File: config.mk
export PLATFORM = sky130hd
export DESIGN_NAME = cpu_state_sequencer_core
export DESIGN_NICKNAME = d
export VERILOG_FILES = /design/src/logic/cpu_core_pkg.sv /design/src/logic/cpu_state_sequencer_core.sv
export SDC_FILE = /design/constraint.sdc
export NUM_CORES = 1
export LEC_CHECK = 0
export ABC_AREA = 1
export BUFFER_PORTS_ARGS = -buffer_cell sky130_fd_sc_hd__buf_2
export CORE_MARGIN = 3
export CORE_UTILIZATION = 55
export CTS_BUF_LIST = sky130_fd_sc_hd__clkbuf_4
export DETAILED_ROUTE_END_ITERATION = 16
export PLACE_DENSITY = 0.89
export SLEW_MARGIN = 20
export SYNTH_ARGS = -nofsm -noshare
export SYNTH_HDL_FRONTEND = slang
export SYNTH_SLANG_ARGS = --single-unit
File: constraint.sdc
create_clock -name hclk -period 2.95 [get_ports hclk]
set_input_delay 0.1475 -clock hclk [delete_from_list [all_inputs] [get_ports hclk]]
set_output_delay 0.1475 -clock hclk [all_outputs]
set_load 0.03 [all_outputs]
File: src/logic/cpu_core_pkg.sv
package cpu_core_pkg;

  // Program and data organisation.
  localparam int          PC_W         = 13;
  localparam int          IP_W         = 7;
  localparam int          ROM_W        = 10;
  localparam int          RAM_W        = 4;
  localparam int          STACK_DEPTH  = 8;
  localparam logic [2:0]  SP_RESET     = 3'h7;
  localparam logic [12:0] VEC_BASE     = 13'h0080;
  localparam logic [12:0] SPECIAL_BASE = 13'h0100;
  localparam logic [12:0] PC_RESET     = 13'h0000;
  localparam logic [6:0]  IP_LAST      = 7'h7F;

  // Timing: one machine cycle is three system clocks at a 4 ns period.
  localparam int          CLK_PERIOD_NS = 4;
  localparam int          MC_CLKS       = 3;
  localparam logic [1:0]  MC_LAST       = 2'(MC_CLKS - 1);
  localparam logic [1:0]  IRQ_LATENCY   = 2'h2;

  // Register byte offsets.
  localparam logic [7:0] OFF_CMD   = 8'h00;
  localparam logic [7:0] OFF_STATE = 8'h04;
  localparam logic [7:0] OFF_PC    = 8'h08;
  localparam logic [7:0] OFF_DP    = 8'h0C;
  localparam logic [7:0] OFF_IRQ   = 8'h10;
  localparam logic [7:0] OFF_CTX   = 8'h14;
  localparam logic [7:0] OFF_TABLE = 8'h18;
  localparam logic [7:0] OFF_PORT  = 8'h1C;

  // Field positions.
  localparam int CMD_ARG_LSB  = 8;
  localparam int CMD_TWO_BIT  = 15;
  localparam int CMD_TGT_LSB  = 16;
  localparam int IRQ_EN_LSB   = 8;

  typedef enum logic [4:0] {
    OP_NOP, OP_ADD_IMM, OP_ADD_MEM, OP_ADD_MEM_C, OP_ROT_RC, OP_SET_C, OP_CLR_C,
    OP_LOAD_A, OP_LOAD_B, OP_LOAD_D, OP_E_TO_BA, OP_BA_TO_E, OP_TABLE_READ,
    OP_IDX_BRANCH, OP_IDX_CALL, OP_BRANCH, OP_CALL, OP_SPECIAL_CALL, OP_RETURN,
    OP_RETURN_INT, OP_READ_SP, OP_IRQ_EN, OP_IRQ_DIS, OP_IRQ_TEST, OP_RAM_SET,
    OP_RAM_CLR, OP_RAM_TEST, OP_PORT_SET, OP_PORT_CLR, OP_PORT_TEST
  } op_t;

  typedef struct packed {
    logic [1:0] z;
    logic [3:0] x;
    logic [3:0] y;
  } dp_t;

  typedef struct packed {
    dp_t        dp;
    logic       carry;
    logic       skip;
    logic [3:0] acc;
    logic [3:0] aux;
  } ctx_t;

  typedef struct packed {
    logic [3:0] wdata;
    logic       we;
    dp_t        addr;
  } ram_req_t;

endpackage

File: src/logic/cpu_state_sequencer_core.sv
// Implementation choices: the address map and register access over AHB-Lite.
module cpu_state_sequencer_core (
  // Clock and reset.
  input  wire logic                          hclk,
  input  wire logic                          hresetn,
  // AHB-Lite slave.
  input  wire logic                          hsel,
  input  wire logic [31:0]                   haddr,
  input  wire logic [1:0]                    htrans,
  input  wire logic                          hwrite,
  input  wire logic [2:0]                    hsize,
  input  wire logic [31:0]                   hwdata,
  input  wire logic                          hready,
  output logic                               hreadyout,
  output logic                               hresp,
  output logic [31:0]                        hrdata,
  // Program ROM read port.
  output logic [cpu_core_pkg::PC_W-1:0]      rom_addr,
  input  wire logic [cpu_core_pkg::ROM_W-1:0] rom_data,
  // Data RAM port.
  output cpu_core_pkg::ram_req_t             ram_req,
  input  wire logic [cpu_core_pkg::RAM_W-1:0] ram_rdata,
  // Interrupt events and power state.
  input  wire logic [7:0]                    irq_event,
  input  wire logic                          backup_exit,
  // Output port bits selected by the digit field.
  output logic [15:0]                        port_bits
);
  import cpu_core_pkg::*;

  typedef enum logic {ST_RUN, ST_TABLE} state_t;

  // Lowest index wins, which gives external 0 the top priority.
  function automatic logic [2:0] first_set(input logic [7:0] v);
    logic [2:0] idx;
    idx = 3'h0;
    for (int i = 7; i >= 0; i--) begin
      if (v[i]) begin
        idx = 3'(i);
      end
    end
    return idx;
  endfunction

  logic [1:0]      mc_cnt_q;
  logic            mc_en;
  logic            wr_pend_q;
  logic [7:0]      wr_off_q;
  logic [31:0]     hrdata_q;
  logic            cmd_valid_q;
  logic [31:0]     cmd_q;
  op_t             cmd_op;
  logic [5:0]      cmd_arg;
  logic [PC_W-1:0] cmd_tgt;
  logic [PC_W-1:0] pc_q;
  logic [PC_W-1:0] pc_seq;
  logic [3:0]      acc_q;
  logic [3:0]      aux_q;
  logic [7:0]      e_q;
  logic [2:0]      d_q;
  logic            carry_q;
  logic            skip_q;
  logic [2:0]      sp_q;
  logic            global_irq_enable_q;
  ctx_t            ctx_q;
  dp_t             dp_q;
  state_t          state_q;
  logic [7:0]      table_q;
  logic [PC_W-1:0] stack_q [STACK_DEPTH];
  logic [7:0]      flags_q;
  logic [7:0]      irq_en_q;
  logic [7:0]      irq_ready;
  logic [2:0]      irq_src;
  logic [1:0]      irq_cnt_q;
  logic            take_irq;
  logic            exec;
  logic            run_op;
  logic            push;
  logic [PC_W-1:0] push_val;
  logic [7:0]      irq_clr;
  logic [4:0]      sum;
  logic            ram_bit;
  logic            port_bit;
  logic            irq_bit;

  // Machine-cycle divider; sequencing and interrupt entry wait for this enable, but not the backup-exit stack pointer reset, bus writes or request flags.
  always_ff @(posedge hclk or negedge hresetn) begin
    if (!hresetn) begin
      mc_cnt_q <= 2'h0;
    end else begin
      mc_cnt_q <= (mc_cnt_q == MC_LAST) ? 2'h0 : mc_cnt_q + 2'h1;
    end
  end
  assign mc_en = (mc_cnt_q == MC_LAST);

  // Bus slave answers with no wait states and always OKAY.
  assign hreadyout = 1'b1;
  assign hresp     = 1'b0;
  assign hrdata    = hrdata_q;

  // Address phase capture; read data is prepared here so it stands in the data phase.
  always_ff @(posedge hclk or negedge hresetn) begin
    if (!hresetn) begin
      wr_pend_q <= 1'b0;
      wr_off_q  <= 8'h00;
      hrdata_q  <= 32'h0000_0000;
    end else if (hready) begin
      wr_pend_q <= hsel && htrans[1] && hwrite;
      wr_off_q  <= haddr[7:0];
      if (hsel && htrans[1] && !hwrite) begin
        case (haddr[7:0])
          OFF_CMD:   hrdata_q <= cmd_q;
          OFF_STATE: hrdata_q <= {13'h0000, cmd_valid_q, state_q == ST_TABLE, global_irq_enable_q, sp_q,
                                  d_q, skip_q, carry_q, aux_q, acc_q};
          OFF_PC:    hrdata_q <= {19'h00000, pc_q};
          OFF_DP:    hrdata_q <= {22'h000000, dp_q};
          OFF_IRQ:   hrdata_q <= {16'h0000, irq_en_q, flags_q};
          OFF_CTX:   hrdata_q <= {12'h000, ctx_q};
          OFF_TABLE: hrdata_q <= {16'h0000, e_q, table_q};
          OFF_PORT:  hrdata_q <= {16'h0000, port_bits};
          default:   hrdata_q <= 32'h0000_0000;
        endcase
      end else begin
        hrdata_q <= 32'h0000_0000;
      end
    end
  end

  // Command slot; a write while a command is still pending is dropped, so poll busy first.
  always_ff @(posedge hclk or negedge hresetn) begin
    if (!hresetn) begin
      cmd_valid_q <= 1'b0;
      cmd_q       <= 32'h0000_0000;
    end else if (wr_pend_q && wr_off_q == OFF_CMD && !cmd_valid_q) begin
      cmd_valid_q <= 1'b1;
      cmd_q       <= hwdata;
    end else if (exec) begin
      cmd_valid_q <= 1'b0;
    end
  end

  assign cmd_op  = op_t'(cmd_q[4:0]);
  assign cmd_arg = cmd_q[CMD_ARG_LSB +: 6];
  assign cmd_tgt = cmd_q[CMD_TGT_LSB +: PC_W];
  assign pc_seq  = pc_q + (cmd_q[CMD_TWO_BIT] ? 13'h0002 : 13'h0001);

  // Interrupt gating and latency count in machine cycles.
  assign irq_ready = flags_q & irq_en_q & {8{global_irq_enable_q}};
  assign irq_src   = first_set(irq_ready);
  // The live gate is checked again here, since a disable may land after the count filled.
  assign take_irq  = mc_en && state_q == ST_RUN && irq_cnt_q == IRQ_LATENCY &&
                     irq_ready != 8'h00;
  assign exec      = mc_en && state_q == ST_RUN && cmd_valid_q && !take_irq;
  assign run_op    = exec && !skip_q;

  always_ff @(posedge hclk or negedge hresetn) begin
    if (!hresetn) begin
      irq_cnt_q <= 2'h0;
    end else if (mc_en) begin
      if (take_irq || irq_ready == 8'h00) begin
        irq_cnt_q <= 2'h0;
      end else if (irq_cnt_q != IRQ_LATENCY) begin
        irq_cnt_q <= irq_cnt_q + 2'h1;
      end
    end
  end

  // Operand bits picked by the digit field or the argument.
  assign ram_bit  = ram_rdata[cmd_arg[1:0]];
  assign port_bit = port_bits[dp_q.y];
  assign irq_bit  = flags_q[cmd_arg[2:0]] && !irq_en_q[cmd_arg[2:0]];
  assign sum      = {1'b0, acc_q} + {1'b0, ram_rdata} + {4'h0, carry_q};

  // Request flags; a new event in the clearing cycle keeps the flag set.
  always_comb begin
    irq_clr = 8'h00;
    if (take_irq) begin
      irq_clr[irq_src] = 1'b1;
    end
    if (run_op && cmd_op == OP_IRQ_TEST && irq_bit) begin
      irq_clr[cmd_arg[2:0]] = 1'b1;
    end
  end

  always_ff @(posedge hclk or negedge hresetn) begin
    if (!hresetn) begin
      flags_q <= 8'h00;
    end else begin
      flags_q <= (flags_q & ~irq_clr) | irq_event;
    end
  end

  // Enable bits live in the interrupt register; one bit per source in bits 15:8, above the request flags.
  always_ff @(posedge hclk or negedge hresetn) begin
    if (!hresetn) begin
      irq_en_q <= 8'h00;
    end else if (wr_pend_q && wr_off_q == OFF_IRQ) begin
      irq_en_q <= hwdata[IRQ_EN_LSB +: 8];
    end
  end

  // Return stack storage; no reset because levels are only read after a push.
  assign push = take_irq || (run_op && (cmd_op == OP_CALL || cmd_op == OP_SPECIAL_CALL ||
                cmd_op == OP_IDX_CALL || cmd_op == OP_TABLE_READ));
  assign push_val = take_irq ? pc_q : pc_seq;

  always_ff @(posedge hclk) begin
    if (push) begin
      stack_q[sp_q + 3'h1] <= push_val;
    end
  end

  // Data pointer: software loads it, interrupt return restores it.
  always_ff @(posedge hclk or negedge hresetn) begin
    if (!hresetn) begin
      dp_q <= '0;
    end else if (run_op && cmd_op == OP_RETURN_INT) begin
      dp_q <= ctx_q.dp;
    end else if (wr_pend_q && wr_off_q == OFF_DP) begin
      dp_q <= hwdata[9:0];
    end
  end

  // RAM bit writes are a read-modify-write of the addressed word.
  always_ff @(posedge hclk or negedge hresetn) begin
    if (!hresetn) begin
      ram_req <= '0;
    end else begin
      ram_req.addr <= dp_q;
      ram_req.we   <= run_op && (cmd_op == OP_RAM_SET || cmd_op == OP_RAM_CLR);
      ram_req.wdata <= ram_rdata;
      ram_req.wdata[cmd_arg[1:0]] <= (cmd_op == OP_RAM_SET);
    end
  end

  // Port output latch bits addressed by the digit field.
  always_ff @(posedge hclk or negedge hresetn) begin
    if (!hresetn) begin
      port_bits <= 16'h0000;
    end else if (run_op && (cmd_op == OP_PORT_SET || cmd_op == OP_PORT_CLR)) begin
      port_bits[dp_q.y] <= (cmd_op == OP_PORT_SET);
    end
  end

  // Core sequencing: interrupt entry, command execution and table read completion.
  always_ff @(posedge hclk or negedge hresetn) begin
    if (!hresetn) begin
      pc_q     <= PC_RESET;
      acc_q    <= 4'h0;
      aux_q    <= 4'h0;
      e_q      <= 8'h00;
      d_q      <= 3'h0;
      carry_q  <= 1'b0;
      skip_q   <= 1'b0;
      sp_q     <= SP_RESET;
      global_irq_enable_q   <= 1'b0;
      ctx_q    <= '0;
      state_q  <= ST_RUN;
      table_q  <= 8'h00;
      rom_addr <= PC_RESET;
    end else begin
      if (take_irq) begin
        ctx_q   <= '{dp: dp_q, carry: carry_q, skip: skip_q, acc: acc_q, aux: aux_q};
        skip_q  <= 1'b0;
        global_irq_enable_q  <= 1'b0;
        sp_q    <= sp_q + 3'h1;
        pc_q    <= VEC_BASE | {9'h000, irq_src, 1'b0};
      end else if (mc_en && state_q == ST_TABLE) begin
        table_q <= rom_data[7:0];
        aux_q   <= rom_data[7:4];
        acc_q   <= rom_data[3:0];
        pc_q    <= stack_q[sp_q];
        sp_q    <= sp_q - 3'h1;
        state_q <= ST_RUN;
      end else if (exec && skip_q) begin
        skip_q <= 1'b0;
        pc_q   <= pc_seq;
      end else if (run_op) begin
        pc_q   <= pc_seq;
        skip_q <= 1'b0;
        case (cmd_op)
          OP_ADD_IMM:   acc_q <= acc_q + cmd_arg[3:0];
          OP_ADD_MEM:   acc_q <= acc_q + ram_rdata;
          OP_ADD_MEM_C: begin
            acc_q   <= sum[3:0];
            carry_q <= sum[4];
          end
          OP_ROT_RC: begin
            acc_q   <= {carry_q, acc_q[3:1]};
            carry_q <= acc_q[0];
          end
          OP_SET_C:     carry_q <= 1'b1;
          OP_CLR_C:     carry_q <= 1'b0;
          OP_LOAD_A:    acc_q <= cmd_arg[3:0];
          OP_LOAD_B:    aux_q <= cmd_arg[3:0];
          OP_LOAD_D:    d_q <= cmd_arg[2:0];
          OP_E_TO_BA: begin
            aux_q <= e_q[7:4];
            acc_q <= e_q[3:0];
          end
          OP_BA_TO_E:   e_q <= {aux_q, acc_q};
          OP_TABLE_READ: begin
            sp_q     <= sp_q + 3'h1;
            rom_addr <= {cmd_arg, d_q, acc_q};
            state_q  <= ST_TABLE;
          end
          OP_IDX_BRANCH: pc_q <= {cmd_arg, d_q, acc_q};
          OP_IDX_CALL: begin
            sp_q <= sp_q + 3'h1;
            pc_q <= {cmd_arg, d_q, acc_q};
          end
          OP_BRANCH:    pc_q <= cmd_tgt;
          OP_CALL: begin
            sp_q <= sp_q + 3'h1;
            pc_q <= cmd_tgt;
          end
          OP_SPECIAL_CALL: begin
            sp_q <= sp_q + 3'h1;
            pc_q <= SPECIAL_BASE | {6'h00, cmd_tgt[IP_W-1:0]};
          end
          OP_RETURN: begin
            pc_q <= stack_q[sp_q];
            sp_q <= sp_q - 3'h1;
          end
          OP_RETURN_INT: begin
            pc_q    <= stack_q[sp_q];
            sp_q    <= sp_q - 3'h1;
            carry_q <= ctx_q.carry;
            skip_q  <= ctx_q.skip;
            acc_q   <= ctx_q.acc;
            aux_q   <= ctx_q.aux;
          end
          OP_READ_SP:   acc_q <= {1'b0, sp_q};
          OP_IRQ_EN:    global_irq_enable_q <= 1'b1;
          OP_IRQ_DIS:   global_irq_enable_q <= 1'b0;
          OP_IRQ_TEST:  skip_q <= irq_bit;
          OP_RAM_TEST:  skip_q <= !ram_bit;
          OP_PORT_TEST: skip_q <= !port_bit;
          default: begin
          end
        endcase
      end
      if (backup_exit) begin
        sp_q <= SP_RESET;
      end
    end
  end

  // Checks next to the sequencer.
  a_mc_period: assert property (@(posedge hclk) disable iff (!hresetn)
    mc_en |=> !mc_en ##1 !mc_en ##1 mc_en) else $error("machine cycle is not three clocks");

  a_carry_keep: assert property (@(posedge hclk) disable iff (!hresetn)
    run_op && (cmd_op == OP_ADD_IMM || cmd_op == OP_ADD_MEM) && !take_irq |=> $stable(carry_q))
    else $error("plain add changed carry");

  a_carry_amc: assert property (@(posedge hclk) disable iff (!hresetn)
    run_op && cmd_op == OP_ADD_MEM_C |=> carry_q == $past(sum[4])) else $error("carry lost");

  a_rot_carry: assert property (@(posedge hclk) disable iff (!hresetn)
    run_op && cmd_op == OP_ROT_RC |=> carry_q == $past(acc_q[0])) else $error("rotate carry");

  a_call_push: assert property (@(posedge hclk) disable iff (!hresetn)
    run_op && cmd_op == OP_CALL && !backup_exit |=>
    sp_q == $past(sp_q) + 3'h1 && pc_q == $past(cmd_tgt))
    else $error("call did not push");

  a_ctx_hold: assert property (@(posedge hclk) disable iff (!hresetn)
    run_op && (cmd_op == OP_CALL || cmd_op == OP_TABLE_READ) |=> $stable(ctx_q))
    else $error("context written by call");

  a_irq_cond: assert property (@(posedge hclk) disable iff (!hresetn)
    take_irq |-> global_irq_enable_q && (flags_q[irq_src] && irq_en_q[irq_src])) else $error("bad irq");

  a_irq_entry: assert property (@(posedge hclk) disable iff (!hresetn)
    take_irq |=> !global_irq_enable_q && pc_q[12:7] == 6'h01 && !pc_q[0] && pc_q[3:1] == $past(irq_src))
    else $error("interrupt entry state wrong");

  a_flag_clear: assert property (@(posedge hclk) disable iff (!hresetn)
    take_irq |=> flags_q == (($past(flags_q) & ~(8'h01 << $past(irq_src))) | $past(irq_event)))
    else $error("wrong request flags cleared");

  a_irq_latency: assert property (@(posedge hclk) disable iff (!hresetn)
    (mc_en && irq_ready != 8'h00 && irq_cnt_q == 2'h0) ##1 (irq_ready != 8'h00)[*8]
    |-> ##[0:1] take_irq || state_q == ST_TABLE || irq_cnt_q != 2'h0)
    else $error("interrupt not taken in time");

  a_backup_sp: assert property (@(posedge hclk) disable iff (!hresetn)
    backup_exit |=> sp_q == SP_RESET) else $error("stack pointer not reset");

  c_irq_taken: cover property (@(posedge hclk) disable iff (!hresetn) take_irq);
  c_table_done: cover property (@(posedge hclk) disable iff (!hresetn)
    state_q == ST_TABLE ##1 state_q == ST_RUN);
  c_sp_wrap: cover property (@(posedge hclk) disable iff (!hresetn)
    sp_q == 3'h7 ##1 sp_q == 3'h0);

endmodule

======== Word level (Yosys, flattened, before mapping) ========
Memories as Yosys holds them, arrays and structs flattened.
Cells that the tools add are included.
operators by class
  add/sub/neg operators ................... 9
  multipliers ............................. 0
  div/mod/pow operators ................... 0
  order comparisons ....................... 8
  eq/ne operators ......................... 45
  shifts and indexed selects .............. 0
  mux-type cells .......................... 75
  bitwise operators ....................... 10
  reduce and logical (&&, ||, !) cells .... 74
operators by type and width
  cell                                                              count
  32-bit case mux with 8 select lines                               1
  5-bit == test (second input constant)                             14
  13-bit 2-to-1 mux                                                 5
  13-bit case mux with 4 select lines                               1
  5-bit by 4-bit == test with 1-bit output (second input constant)  8
  8-bit by 5-bit == test with 1-bit output (second input constant)  5
  3-bit 2-to-1 mux                                                  13
  32-bit 2-to-1 mux                                                 1
  4-bit case mux with 8 select lines                                1
  1-bit logical AND                                                 26
  8-bit AND                                                         3
  8-bit by 4-bit == test with 1-bit output (second input constant)  3
  8-bit zero test                                                   3
  1-bit 2-to-1 mux                                                  24
  4-bit 2-to-1 mux                                                  6
  5-bit by 3-bit == test with 1-bit output (second input constant)  4
  10-bit 2-to-1 mux                                                 2
  5-bit AND reduction                                               4
  16-bit bitwise mux                                                1
  8-bit 2-to-1 mux                                                  2
  8-bit OR                                                          2
  4-bit AND reduction                                               4
  13-bit by 2-bit adder with 13-bit output                          1
  4-bit case mux with 3 select lines                                1
  44 further kinds                                                  86
storage, ports and cells
  register bits ........................... 215
  latch bits .............................. 0
  memory bits (writable) .................. 104
  ROM bits ................................ 0
  input bits .............................. 97
  output and inout bits ................... 78
  logic and storage cells ................. 259
  memories kept ........................... 1
memories
  memory   depth  bits a word  rd ports  clocked after Yosys merged registers in  wr ports  line                            RTL
  stack_q  8      13           1         0                                        1         cpu_state_sequencer_core.sv:69  logic [PC_W-1:0] stack_q [STACK_DEPTH];

======== Longest topological paths before layout ========
Gate-level depths: netlist of run 1.
  depth in word-level cells ............... 20
  mapped depth ............................ 17
  depth with buffers taken out ............ 16

======== Worst setup path after synthesis of run 1 ========
OpenSTA, ideal clock, no wires.
  path kind ............................... register to register
  start ................................... reg sp_q[0]
  end ..................................... mem stack_q[1][0], enable pin
  library setup time ...................... 0.400 ns
  arrival ................................. 2.531 ns
  path slack .............................. 0.020 ns
  cell stages (with the launch flop) ...... 9
  clock period less this slack ............ 2.930 ns
  cells stage by stage .................... dfstp_2 clkbuf_1 inv_1 buf_2 clkbuf_1 ha_1 inv_1 nand2_1 nor3_1
on the way
  word-level cells in the longest chain between the ends .. 1
ends and longest elaborated chain
  item                                    line                             RTL
  start, declared                         cpu_state_sequencer_core.sv:63   logic [2:0] sp_q;
  start signal, assigned                  cpu_state_sequencer_core.sv:266  sp_q <= sp_q + 3'h1;
  start signal, assigned                  cpu_state_sequencer_core.sv:273  sp_q <= sp_q - 3'h1;
  start signal, assigned                  cpu_state_sequencer_core.sv:303  sp_q <= sp_q + 3'h1;
  3-bit by 1-bit adder with 3-bit output  cpu_state_sequencer_core.sv:209  stack_q[sp_q + 3'h1] <= push_val;
  end, declared                           cpu_state_sequencer_core.sv:69
Every way passes these cells.

======== Worst setup path after layout of run 1 ========
  start ................................... reg cmd_q[15]
  end ..................................... mem stack_q[3][6], data pin
on the way
  word-level cells in the longest chain between the ends .. 3
ends and longest elaborated chain
  item                                      line                             RTL
  start, declared                           cpu_state_sequencer_core.sv:51   logic [31:0] cmd_q;
  start signal, assigned                    cpu_state_sequencer_core.sv:136  cmd_q <= hwdata;
  2-bit 2-to-1 mux                          cpu_state_sequencer_core.sv:145  assign pc_seq = pc_q + (cmd_q[CMD_TWO_BIT] ? 13'h0002 : 13'h0001);
  13-bit by 2-bit adder with 13-bit output  cpu_state_sequencer_core.sv:145
  13-bit 2-to-1 mux                         cpu_state_sequencer_core.sv:205  assign push_val = take_irq ? pc_q : pc_seq;
  net push_val[6]                           cpu_state_sequencer_core.sv:79   logic [PC_W-1:0] push_val;
The timed path passes the listed nets, and every way through them passes these cells.

==> results.md, run 1 <==
Power and ir drop:
- VDD sags by at most 0.511 mV.
- The total net switching power is 3.81 mW.
- Dividing total power by cell area gives a power density of 602 mW/mm^2.
- Of the total power, the share spent switching nets is 33.0%.
- The sequential share of power is 45.3%.
- The standby leakage power is 9.20 nW.
- The internal power contribution is 7.73 mW.
- The clock network accounts for 34.7% of the total power.
- Per report_power, the combinational group accounts for 20.0% of the total.

Synthesis:
- For this run, the register share of the synthesized area comes to 52.8%.
- Yosys mapped the design onto 50 distinct sky130hd cell types.
- The synthesized net count is 2035.
- The biggest area contributor in the post-synthesis netlist is sky130_fd_sc_hd__dfrtp_1.
- The post-synthesis register bit count is 319.
- Synthesis produced 1923 cells.
- The fraction of synthesized cell area taken by the top area cell type is 32.9%.
- A synthesized cell averages 8.38 sq um.
- In this run the cell area of the synthesized design comes to 0.0161 sq mm.
- Yosys printed 0 warnings.
- By area the synthesized netlist is led by sky130_fd_sc_hd__dfrtp_1 (33%), sky130_fd_sc_hd__edfxtp_1 (19%), sky130_fd_sc_hd__nand2_1 (14%), sky130_fd_sc_hd__nand3_1 (6.4%), sky130_fd_sc_hd__o21ai_0 (4.4%).

Finish:
- The filler cell count in the final layout is 2230.
- Leaving out filler cells and counting taps, the final layout contains 2635.
- In the final layout, the share of cells above drive strength 1 is 17.4%.
- For this run, the post-layout net count is 2303.
- Relative to the synthesized area, the layout overhead comes to 18.9%.

GRT:
- The total congestion overflow after global routing is 0.
- Entering global routing, the biggest net connects 57 pins.
- The first global-routing pass estimated 84000 um of wire.
- The aggregate global-route resource usage is 35.0%.
- The initial antenna violation count was 3.
- The number of global-route vias before repair is 15000.

STA:
- The maximum clock skew at final layout is 68.1 ps.
- In this run the tightest slew margin relative to its limit is 33.6%.
- Dividing the final minimum period by the clock period gives 91.0%.
- The final number of hold-violating endpoints is 0.
- At the pin with the least slew margin, the transition time is 986 ps.
- Setup repair after global routing left no endpoint under its margin.
- Subtracting the final worst setup slack from the clock period gives 2680 ps.
- The final sum of negative setup slack is 0 ps.
- The final setup violation count is 0.
- Static timing analysis puts the maximum clock frequency at 372 MHz.
- The number of slew-limit violations in the final report is 0.

Worst setup path:
- Setup slack on the worst reg-to-reg path comes out at 270 ps.
- The endpoint identified for the worst register-to-register timing path is stack_q[3][6].
- Following the worst setup path forward leads to its endpoint at stack_q[3][6].
- Walking the worst path, the cells encountered are inv_1 -> ha_1 -> inv_1 -> fa_1 -> inv_1 -> nand3_1 -> nor2_1 -> nand2_1 -> xor2_1 -> nand2_1 -> o21ai_0.
- The launch point of the worst reg-to-reg path is cmd_q[15].
- At the worst endpoint, the required time is 3270 ps.
- The library cell appearing most often on the critical path is sky130_fd_sc_hd__inv_1.
- The source of the critical timing path is cmd_q[15].
- The sort of element at the start of the critical path is a flip-flop.
- The type of the setup path with the least slack is reg -> reg.
- The worst setup path is captured at a flip-flop.
- The biggest fanout along the worst timing path is 8.
- The data arrival time of the critical path is 3000 ps.
- The master of the slowest instance on the critical path is sky130_fd_sc_hd__dfrtp_1.
- The number of cells traversed by the worst register-to-register path is 11.
- On the worst path, the slowest cell contributes a delay of 420 ps.

Floorplan:
- The width of the die is 177 um.
- The height of the chip is 177 um.
- In this run the count of I/O pins placed on the die edge is 175.
- The core area is 0.0288 sq mm.
- The die covers 0.0314 sq mm.
- Once the floorplan was initialized, standard cells occupied 56.0% of the core.
- The floorplan row count is 62.

Place:
- The detailed placer's ending HPWL is 38100 um.
- The total instance count after detailed placement is 2418.
- The placer congestion estimate is 1.02.
- The number of port buffers is 142.

Route:
- Summing over every cut layer, the via total after detailed routing is 15600.
- The average via count per standard cell is 5.93.
- For this run, the detailed router's first-pass iteration total came to 6.
- The sum of routed wire length over all layers is 55300 um.
- The number of remaining DRC errors is 0.
- The number of nets with antenna violations after routing is 0.
- The DRC marker count from the first detailed-route iteration is 2336.
- After detailed routing, the average wire length per cell comes to 21.0 um.

Clocking:
- TritonCTS built the clock tree.
- Counting the buffers created by CTS gives 84.
- The tree built by TritonCTS fans out to 319 sinks.
- The depth of the CTS H-tree is 3.
- The source-to-sink clock delay at the later pin of the worst-skew pair is 760 ps.
- After clock tree synthesis, the clock-pin slew on the worst setup and hold paths is 60 ps.
- The number of post-CTS setup repair buffers is 0.
- The worst-case clock buffer depth is 3.
- Clock tree synthesis selected as its root buffer the cell sky130_fd_sc_hd__clkbuf_4.

Min path:
- The class of the most critical hold timing path is in -> reg.

Flow run:
- The number of maximum-capacitance violations is 0.

Run status:
- The run finished with clean final reports.
[what timing repair did]
| action | in CTS | in global routing |
|---|---|---|
| resized for setup | 0 | 2 |
| hold endpoints to repair | 302 | 0 |
| hold buffers | 71 | 0 |
| endpoints found under the setup margin | 0 | 16 |
[registers in the layout, summed over array words and instances, names as in the netlist, 10 cells and up]
register and count:
pc_q 13, hrdata 32, ctx_q 20, dp_q 10
stack_q 104, rom_addr 13, cmd_q 32, ram_req 15
port_bits 16
[cells by family (layout without fill, tap and decap cells)]
family,count (synthesis),in the layout,synth area share [%]
xor+xnor,13,13,0.707
compound gates,291,291,10.5
flops,319,319,52.8
mux,19,19,1.33
buf+inv,280,606,7.14
simple gates,984,984,26.1
other cells,2,4,0.0466
fa+ha+maj,15,15,1.35
[power groups by stage]
stage / registers (mW) / clock network [mW] / logic [mW]
final: 5.22 / 4.01 / 2.30
after global routing: 5.24 / 4.25 / 2.52
after CTS: 5.20 / 3.99 / 2.23
after detailed placement: 5.29 / 0 / 2.13
after global placement: 5.27 / 0 / 2.08
after floorplan: 5.19 / 0 / 1.37
[layout by cell type, fill, tap and decap left out, drive strengths merged, types with 19 or more instances in the layout]
cell / count
mux2: 19
dlygate4sd3: 70
inv: 196
o21ai: 168
a21oi: 31
nor3: 22
nor2: 121
o22ai: 36
clkbuf: 118
nand2: 607
nand3: 216
clkinv: 23
buf: 194
dfrtp: 212
edfxtp: 104
[worst min path at each step]
| stage | start | to | slack (ps) | cells past startpoint |
|---|---|---|---|---|
| 2_1_floorplan | hresetn | acc_q[0] | -150 | 0 |
| 3_3_place_gp | hresetn | port_bits[7] | 150 | 1 |
| 3_5_place_dp | hresetn | port_bits[7] | 160 | 1 |
| 4_1_cts | hready | hrdata[2] | 50 | 4 |
| 5_1_grt | hready | hrdata[1] | 150 | 4 |
| 6_report | hready | hrdata[1] | 140 | 4 |
[cells in the mapped netlist, drive strengths merged]
cell type,instances
a21oi,31
dfrtp,212
o21ai,168
nand2,607
clkinv,3
mux2,19
nor3,22
a211oi,3
o21a,4
nor4,2
xor2,12
o22ai,36
or2,1
a22oi,3
ha,11
conb,2
edfxtp,104
inv,195
o221ai,4
nand3,216
a22o,5
xnor2,1
nand4,12
fa,4
dfstp,3
buf,45
a32o,12
o2111ai,5
o211ai,6
clkbuf,37
a31oi,11
o31ai,1
nor2,121
o2bb2ai,1
nand3b,3
a21boi,1
[critical path, delay by kind of cell, from the launching register on]
family	cells	cell delay, ps
xor+xnor	1	170
compound gates	1	300
buf+inv	3	260
flops	1	420
fa+ha+maj	2	610
simple gates	4	520
[layer usage]
metal | share of wire, % | global-route usage, %
met5 | 0.023 | 0
met2 | 45 | 54.0
met4 | 3.5 | 12.1
met1 | 39 | 49.0
met3 | 12 | 8.30
[stage by stage]
stage                     hold slack (ps)  utilization (%)  instance area [sq um]  setup slack [ps]  total power, mW
after floorplan                      -148                -                  16100              19.6             6.57
after global placement                147             60.3                  17300               208             7.36
after detailed placement              163             60.3                  17300               103             7.41
after CTS                            53.5             66.5                  19100              89.5             11.4
after global routing                  150             66.6                  19200              73.8             12.0
final                                 136             66.6                  19200               265             11.5
[layout make-up]
type	count	area (sq um)	share of cell area, %
clock buffers	118	886	4.62
repair buffers	264	1870	9.76
diodes	2	5.00	0.0261
inverters	198	743	3.88
well taps	384	480	2.51
flip-flops and latches	319	8510	44.4
multi-input cells	1324	6470	33.8
clock inverters	26	190	0.993
(Power assumes the default switching activity.)
==> inputs of run 2 (changes only) <==
Settings changed: SETUP_SLACK_MARGIN set to 0.4.
==> run 2 against run 1 <==
  * Hold slack worse by 68 ps
  * Via count down 0.31%
  * Global-route usage up 0.088 points
  * Worst setup slack better by 140 ps
  * Largest power group unchanged
==> results.md, run 2 (synthesis gave the netlist of run 1 again) <==
Power and ir drop:
- The internal power of the cells totals 7.59 mW.
- Net switching is 33.4% of the power.
- Total power for the finished layout comes to 11.4 mW.
- Per report_power, the clock group accounts for 33.7% of the total.
- The total net switching power is 3.81 mW.
- The worst voltage drop across the vdd grid is 0.448 mV.
- In this run the power density over the cells is 593 mW/mm^2.
- The sequential share of power is 45.7%.
- Of the total power, combinational logic draws 20.6%.
- The standby leakage power is 9.22 nW.

Floorplan:
- The floorplan row count is 62.
- The core region is 0.0288 sq mm.
- The die area is 0.0314 sq mm.
- For this design the top-level I/O count stands at 175.
- The die is 177 um tall.
- The starting utilization of the core area is 56.0%.
- The width of the die is 177 um.

STA:
- The maximum clock skew at final layout is 59.4 ps.
- The minimum period implied by the final worst setup slack is 2550 ps.
- Based on the critical path, the design can be clocked at up to 393 MHz.
- The final setup violation count is 0.
- The worst hold slack after final layout is 68.3 ps.
- The actual transition at the worst max-transition pin is 919 ps.
- Dividing the final minimum period by the clock period gives 86.3%.
- For the final routed database, the setup TNS stands at 0 ps.
- The worst slew slack as a fraction of its limit is 38.7%.
- The number of slew-limit violations in the final report came to 0.
- Setup repair after global routing left no endpoint under its margin.
- The final number of hold-violating endpoints is 0.

Worst setup path:
- The endpoint required time on the critical path is 3380 ps.
- The biggest fanout along the worst timing path is 8.
- The type of the setup path with the least slack is reg -> reg.
- The data arrival time of the critical path is 2980 ps.
- STA classifies the critical path endpoint as a flip-flop.
- The sort of element at the start of the critical path is a flip-flop.

GRT:
- met2 is the most crowded layer.
- The met1 track utilization from global routing is 48.5%.
- For this run, global-route usage on met2 was measured as 54.3%.
- The maximum number of pins on one net before global-route repair is 115.
- The number of global-route vias before repair is 14900.
- The initial antenna violation count is 2.
- In the global route stage, met3 resource usage came out at 8.60%.
- The aggregate global-route resource usage is 35.1%.
- Global routing finished with a remaining overflow of 0.
- The first global-routing pass estimated 83900 um of wire.

Route:
- After detailed routing, the total wire length is 55600 um.
- The detailed router finished its first iteration with 2151 violations.
- The first detailed-routing pass took 6 iterations.
- The number of remaining DRC errors is 0.
- The routed length per instance is 21.1 um.
- The via count of the routed design is 15600.
- The number of nets with antenna violations after routing is 0.
- Using the TritonRoute via totals, the vias-per-cell ratio works out to 5.90.

Finish:
- Summing all non-filler instances in the final layout gives an area of 0.0192 sq mm.
- In the layout the commonest cells are sky130_fd_sc_hd__nand2_1 (594), sky130_fd_sc_hd__dfrtp_1 (210), sky130_fd_sc_hd__nand3_1 (204), sky130_fd_sc_hd__inv_1 (184), sky130_fd_sc_hd__buf_2 (141).
- The register with the most flip-flops in the layout has 104 of them.
- In the final design database the tool counted 2313 nets.
- The most common library cell in the layout ignoring fill and taps is sky130_fd_sc_hd__nand2_1.
- The register containing the most flip-flops in the final layout is stack_q.
- The fraction of layout instances using a drive strength above 1 is 18.6%.
- From synthesis to final layout, the design area changed by 19.5%.
- The filler-free cell count of the finished design is 2641.

Place:
- The placer congestion estimate is 1.02.
- The total instance count after detailed placement is 2428.
- Summing all placed instances gives a cell area of 0.0174 sq mm.
- In this run the tool buffered the top-level ports with 142 buffer cells.
- The detailed placer's ending HPWL is 38400 um.

Clocking:
- The TritonCTS clock tree is done.
- CTS built an H-tree with a depth of 3.
- Clock tree synthesis found a total of 319 sinks.
- The root buffer cell chosen for the clock tree is sky130_fd_sc_hd__clkbuf_4.
- After clock tree synthesis, the clock-pin slew on the worst setup and hold paths is 70 ps.
- The worst-case clock buffer depth is 3.
- The source-to-sink clock delay at the later pin of the worst-skew pair is 750 ps.
- Clock tree synthesis inserted a total of 82 buffers.

Flow run:
- Max-cap violations in this run came to 0.

Min path:
- The class of the most critical hold timing path is in -> async.

Run status:
- The run finished with clean final reports.
[run 2: cell count changes in the layout (fill, tap and decap cells not counted), sizes merged]
cell	change
bufinv	-1
clkinvlp	+1
inv	+1
buf	+12
clkinv	-3
clkbuf	-3
dlygate4sd3	-1
[run 2: final cells by class]
cell class                 instances  area (sq um)
fill                            2266          9540
clock buffer                     114           856
clock inverter                    24           158
antenna                            2          5.00
timing repair buffer             276          1950
multi-input combinational       1324          6540
sequential                       319          8510
inverter                         198           747
tap                              384           480
[run 2: final timing paths]
path,from,end,slack [ps],cells past startpoint
hold / removal,hresetn,port_bits[2],70,2
max in group asynchronous,hresetn,global_irq_enable_q,1960,3
setup reg to reg,cmd_q[15],stack_q[0][8],400,12
hold reg to reg,dp_q[7],ram_req[7],400,0
setup / recovery,cmd_q[15],stack_q[0][8],400,12
min in group hclk,hready,hrdata[11],100,4
[run 2: per-stage QoR]
step	utilization (%)	setup slack (ps)
after CTS	66.5	398
final	66.9	404
after detailed placement	60.5	152
after floorplan	-	402
after global routing	66.9	326
after global placement	60.5	190
[run 2: power groups by stage]
| stage | logic (mW) | clock network (mW) | registers, mW |
|---|---|---|---|
| 2_1_floorplan | 1.38 | 0 | 5.19 |
| 3_3_place_gp | 2.10 | 0 | 5.26 |
| 3_5_place_dp | 2.15 | 0 | 5.28 |
| 4_1_cts | 2.24 | 3.84 | 5.19 |
| 5_1_grt | 2.56 | 4.10 | 5.23 |
| 6_report | 2.35 | 3.85 | 5.21 |
[run 2: worst max-delay path, cell delays in order, from the launching register on]
cell and delay [ps]:
sky130_fd_sc_hd__dfrtp_1 410, sky130_fd_sc_hd__inv_2 90, sky130_fd_sc_hd__ha_2 200, sky130_fd_sc_hd__inv_1 50
sky130_fd_sc_hd__fa_1 400, sky130_fd_sc_hd__inv_1 90, sky130_fd_sc_hd__nand3_2 100, sky130_fd_sc_hd__nor2_4 160
sky130_fd_sc_hd__nand2_1 120, sky130_fd_sc_hd__nor2_2 160, sky130_fd_sc_hd__xor2_1 230, sky130_fd_sc_hd__buf_4 160
sky130_fd_sc_hd__o21ai_2 100
[run 2: metal layers]
layer,wire length (um),up-vias,part of all wire [%]
met5,0,-,0
met4,2100,0,3.8
met3,6650,187,12
met2,25200,1094,45
met1,21700,7323,39
li1,-,6977,-
[run 2: timing repair]
action / CTS / global route
endpoints found under the hold margin: 198 / 0
gates resized for setup: 8 / 22
cloned: 0 / 1
pin swaps: 1 / 2
endpoints found under the setup margin: 124 / 182
hold buffers: 69 / 0
setup buffers: 0 / 3
==> inputs of run 3 (changes only) <==
--- a/config.mk
+++ b/config.mk
@@ -15,3 +15,2 @@
 export SETUP_SLACK_MARGIN = 0.4
-export SLEW_MARGIN = 20
 export SYNTH_ARGS = -nofsm -noshare
==> constraint.sdc (replaced) <==
create_clock -name hclk -period 2.95 [get_ports hclk]
set_input_delay 0.7375 -clock hclk [delete_from_list [all_inputs] [get_ports hclk]]
set_output_delay 0.7375 -clock hclk [all_outputs]
set_load 0.03 [all_outputs]
==> run 3 against run 2 <==
  * Sequential power about the same
  * Power down 0.87%
  * Largest cell class unchanged
  * Critical path type unchanged
  * Global-route usage down 1.9 points
==> results.md, run 3 (synthesis gave the netlist of run 1 again) <==
Run status:
- The run finished with clean final reports.

Floorplan:
- The die area is 0.0314 sq mm.
- The floorplan row count is 62.
- The width of the die is 177 um.
- The core area is 0.0288 sq mm.
- The initial utilization of the core area, before any placement, comes to 56.0%.
- The die is 177 um tall.
- The number of I/O pins is 175.

Route:
- The detail route stage leaves a number of antenna-violating nets equal to 0.
- For this run, the detailed router's first-pass iteration total came to 7.
- The via count of the routed design is 15000.
- After detailed routing, the number of vias per cell comes to 5.82.
- The number of remaining DRC errors is 0.
- Dividing the detail-routed wire length by the instance count gives 20.2 um.
- The sum of routed wire length over all layers is 52300 um.
- For this block, the initial DRC count from the detailed router was 2116.

STA:
- Of the available clock period, the critical path in the final layout requires 83.5%.
- The actual transition at the worst max-transition pin is 1040 ps.
- The final sum of negative setup slack is 0 ps.
- The final number of hold-violating endpoints is 0.
- The number of slew-limit violations in the final report is 0.
- The worst slew slack as a fraction of its limit is 29.8%.
- The maximum clock skew at final layout is 71.0 ps.
- The maximum achievable frequency is 406 MHz.
- The minimum period implied by the final worst setup slack is 2460 ps.
- Setup violations remaining at the end of the flow were counted as 0.
- Setup repair after global routing could not meet its margin everywhere.

Worst setup path:
- The number of buffer and inverter instances along the worst setup path is 2.
- The worst setup path is captured at a flip-flop.
- In this design, the largest share of critical-path delay is due to simple AND/OR/NAND/NOR gates.
- The largest incremental delay on the critical path is 510 ps.
- For the worst setup path, the data required time is 3340 ps.
- The signal on the critical path passes through nand3_2 -> nand2_1 -> nor2_4 -> nand2_2 -> nand2_8 -> nand3_4 -> nand2_1 -> o21ai_2 -> inv_1 -> nand2_1 -> nor2_1 -> buf_4.
- The biggest fanout along the worst timing path is 15.
- The slowest stage of the critical path is the sky130_fd_sc_hd__dfrtp_2 cell.
- The library cell appearing most often on the critical path is sky130_fd_sc_hd__nand2_1.
- The data arrival time of the critical path is 2850 ps.
- The worst setup path is launched from a flip-flop.
- The type of the setup path with the least slack is reg -> reg.

Power and ir drop:
- The analysis attributes to net switching a power of 3.75 mW.
- The part of the total power dissipated in the clock network is 34.3%.
- Internal power comes to 7.56 mW.
- For this design the static power due to leakage is 8.99 nW.
- VDD sags by at most 0.500 mV.
- Sequential cells account for 46.1% of the total power.
- Dividing total power by cell area gives a power density of 607 mW/mm^2.
- In this run switching power makes up 33.2% of total power.
- Combinational cells account for 19.7% of the total power.

Finish:
- The number of flip-flops under the largest register name is 104.
- The library cells used most frequently in the layout, excluding fill and tap cells, are sky130_fd_sc_hd__nand2_1 (594), sky130_fd_sc_hd__dfrtp_1 (211), sky130_fd_sc_hd__nand3_1 (205), sky130_fd_sc_hd__inv_1 (184), sky130_fd_sc_hd__buf_2 (141).
- The post-route netlist has 18.9% of its cells at a drive strength greater than 1.
- Leaving out fill and tap cells, the most frequent cell in the layout is sky130_fd_sc_hd__nand2_1.
- Cells fill 64.7% of the core in the end.
- The register containing the most flip-flops in the final layout is stack_q.
- The number of nets in the layout is 2250.
- The area growth from synthesis to layout is 15.6%.

Clocking:
- After clock tree synthesis, the clock-pin slew on the worst setup and hold paths is 60 ps.
- The clock root buffer is sky130_fd_sc_hd__clkbuf_4.
- The worst-case clock buffer depth is 3.
- The clock sink count is 319.
- TritonCTS built the clock tree.
- The depth of the CTS H-tree is 3.
- The clock buffer count from CTS is 84.
- For the worst-skew pair, the clock arrives at the later sink with an insertion delay of 740 ps.

GRT:
- The initial antenna violation count was 1.
- The total overflow left after global routing is 0.
- The number of global-route vias before repair was 14300.
- The first global-routing pass estimated 80100 um of wire.
- The aggregate global-route resource usage is 33.2%.
- The maximum number of pins on one net before global-route repair is 69.

Place:
- The detailed placer's ending HPWL is 38400 um.
- The placer congestion estimate is 1.02.
- The number of port buffers is 142.

Flow run:
- The number of maximum-capacitance violations is 0.

Min path:
- The tightest min-delay check is of the in -> reg type.
## run 3: power groups by stage
stage                     clock (mW)  combinational [mW]  sequential (mW)
after floorplan                    0                1.38             5.19
after global placement             0                2.07             5.27
after detailed placement           0                2.13             5.27
after CTS                       3.90                2.15             5.19
after global routing            4.18                2.43             5.22
final                           3.88                2.22             5.21
## run 3: worst min-delay path: stages
cell	delay, ps
sky130_fd_sc_hd__buf_2	70
sky130_fd_sc_hd__inv_1	30
sky130_fd_sc_hd__nand2_1	50
## run 3: final timing paths
check	from	to	cells past startpoint	slack, ps
worst max-delay path	global_irq_enable_q	stack_q[4][8]	12	490
worst min-delay path	irq_event[7]	flags_q[7]	3	190
worst max register to register	global_irq_enable_q	stack_q[4][8]	12	490
worst min register to register	dp_q[7]	ram_req[7]	0	400
max in group asynchronous	hresetn	cmd_q[27]	3	1690
min in group asynchronous	hresetn	port_bits[3]	2	540
## run 3: per-stage QoR
| step | std cells | hold slack, ps | area [sq um] | power (mW) | setup WS (ps) |
|---|---|---|---|---|---|
| floorplan | 1923 | 374 | 16100 | 6.57 | 402 |
| global placement | 2433 | 387 | 17500 | 7.33 | 207 |
| detailed placement | 2433 | 390 | 17500 | 7.40 | 169 |
| CTS | 2581 | 170 | 18600 | 11.2 | 405 |
| global route | 2584 | 169 | 18600 | 11.8 | 373 |
| finish | 2584 | 194 | 18600 | 11.3 | 486 |
## run 3: repair_timing
action / CTS / global route
setup endpoints to repair: 172 / 156
pin swaps: 0 / 2
endpoints found under the hold margin: 61 / 0
hold buffers: 1 / 0
resized for setup: 8 / 15
buffers inserted: 0 / 2
## run 3: layout make-up
class | count | area, sq um
fill | 2413 | 10200
sequential | 319 | 8510
multi-input combinational | 1324 | 6520
timing repair buffer | 211 | 1310
clock buffer | 116 | 871
inverter | 198 | 743
tap | 384 | 480
clock inverter | 31 | 185
antenna | 1 | 2.50
## run 3: per-layer routing
| metal | global-route usage, % | part of all wire (%) | up-vias |
|---|---|---|---|
| li1 | - | - | 6842 |
| met5 | 0 | 0 | - |
| met2 | 49.7 | 45 | 931 |
| met3 | 9.18 | 11 | 118 |
| met4 | 8.81 | 2.2 | 0 |
| met1 | 48.0 | 42 | 7147 |
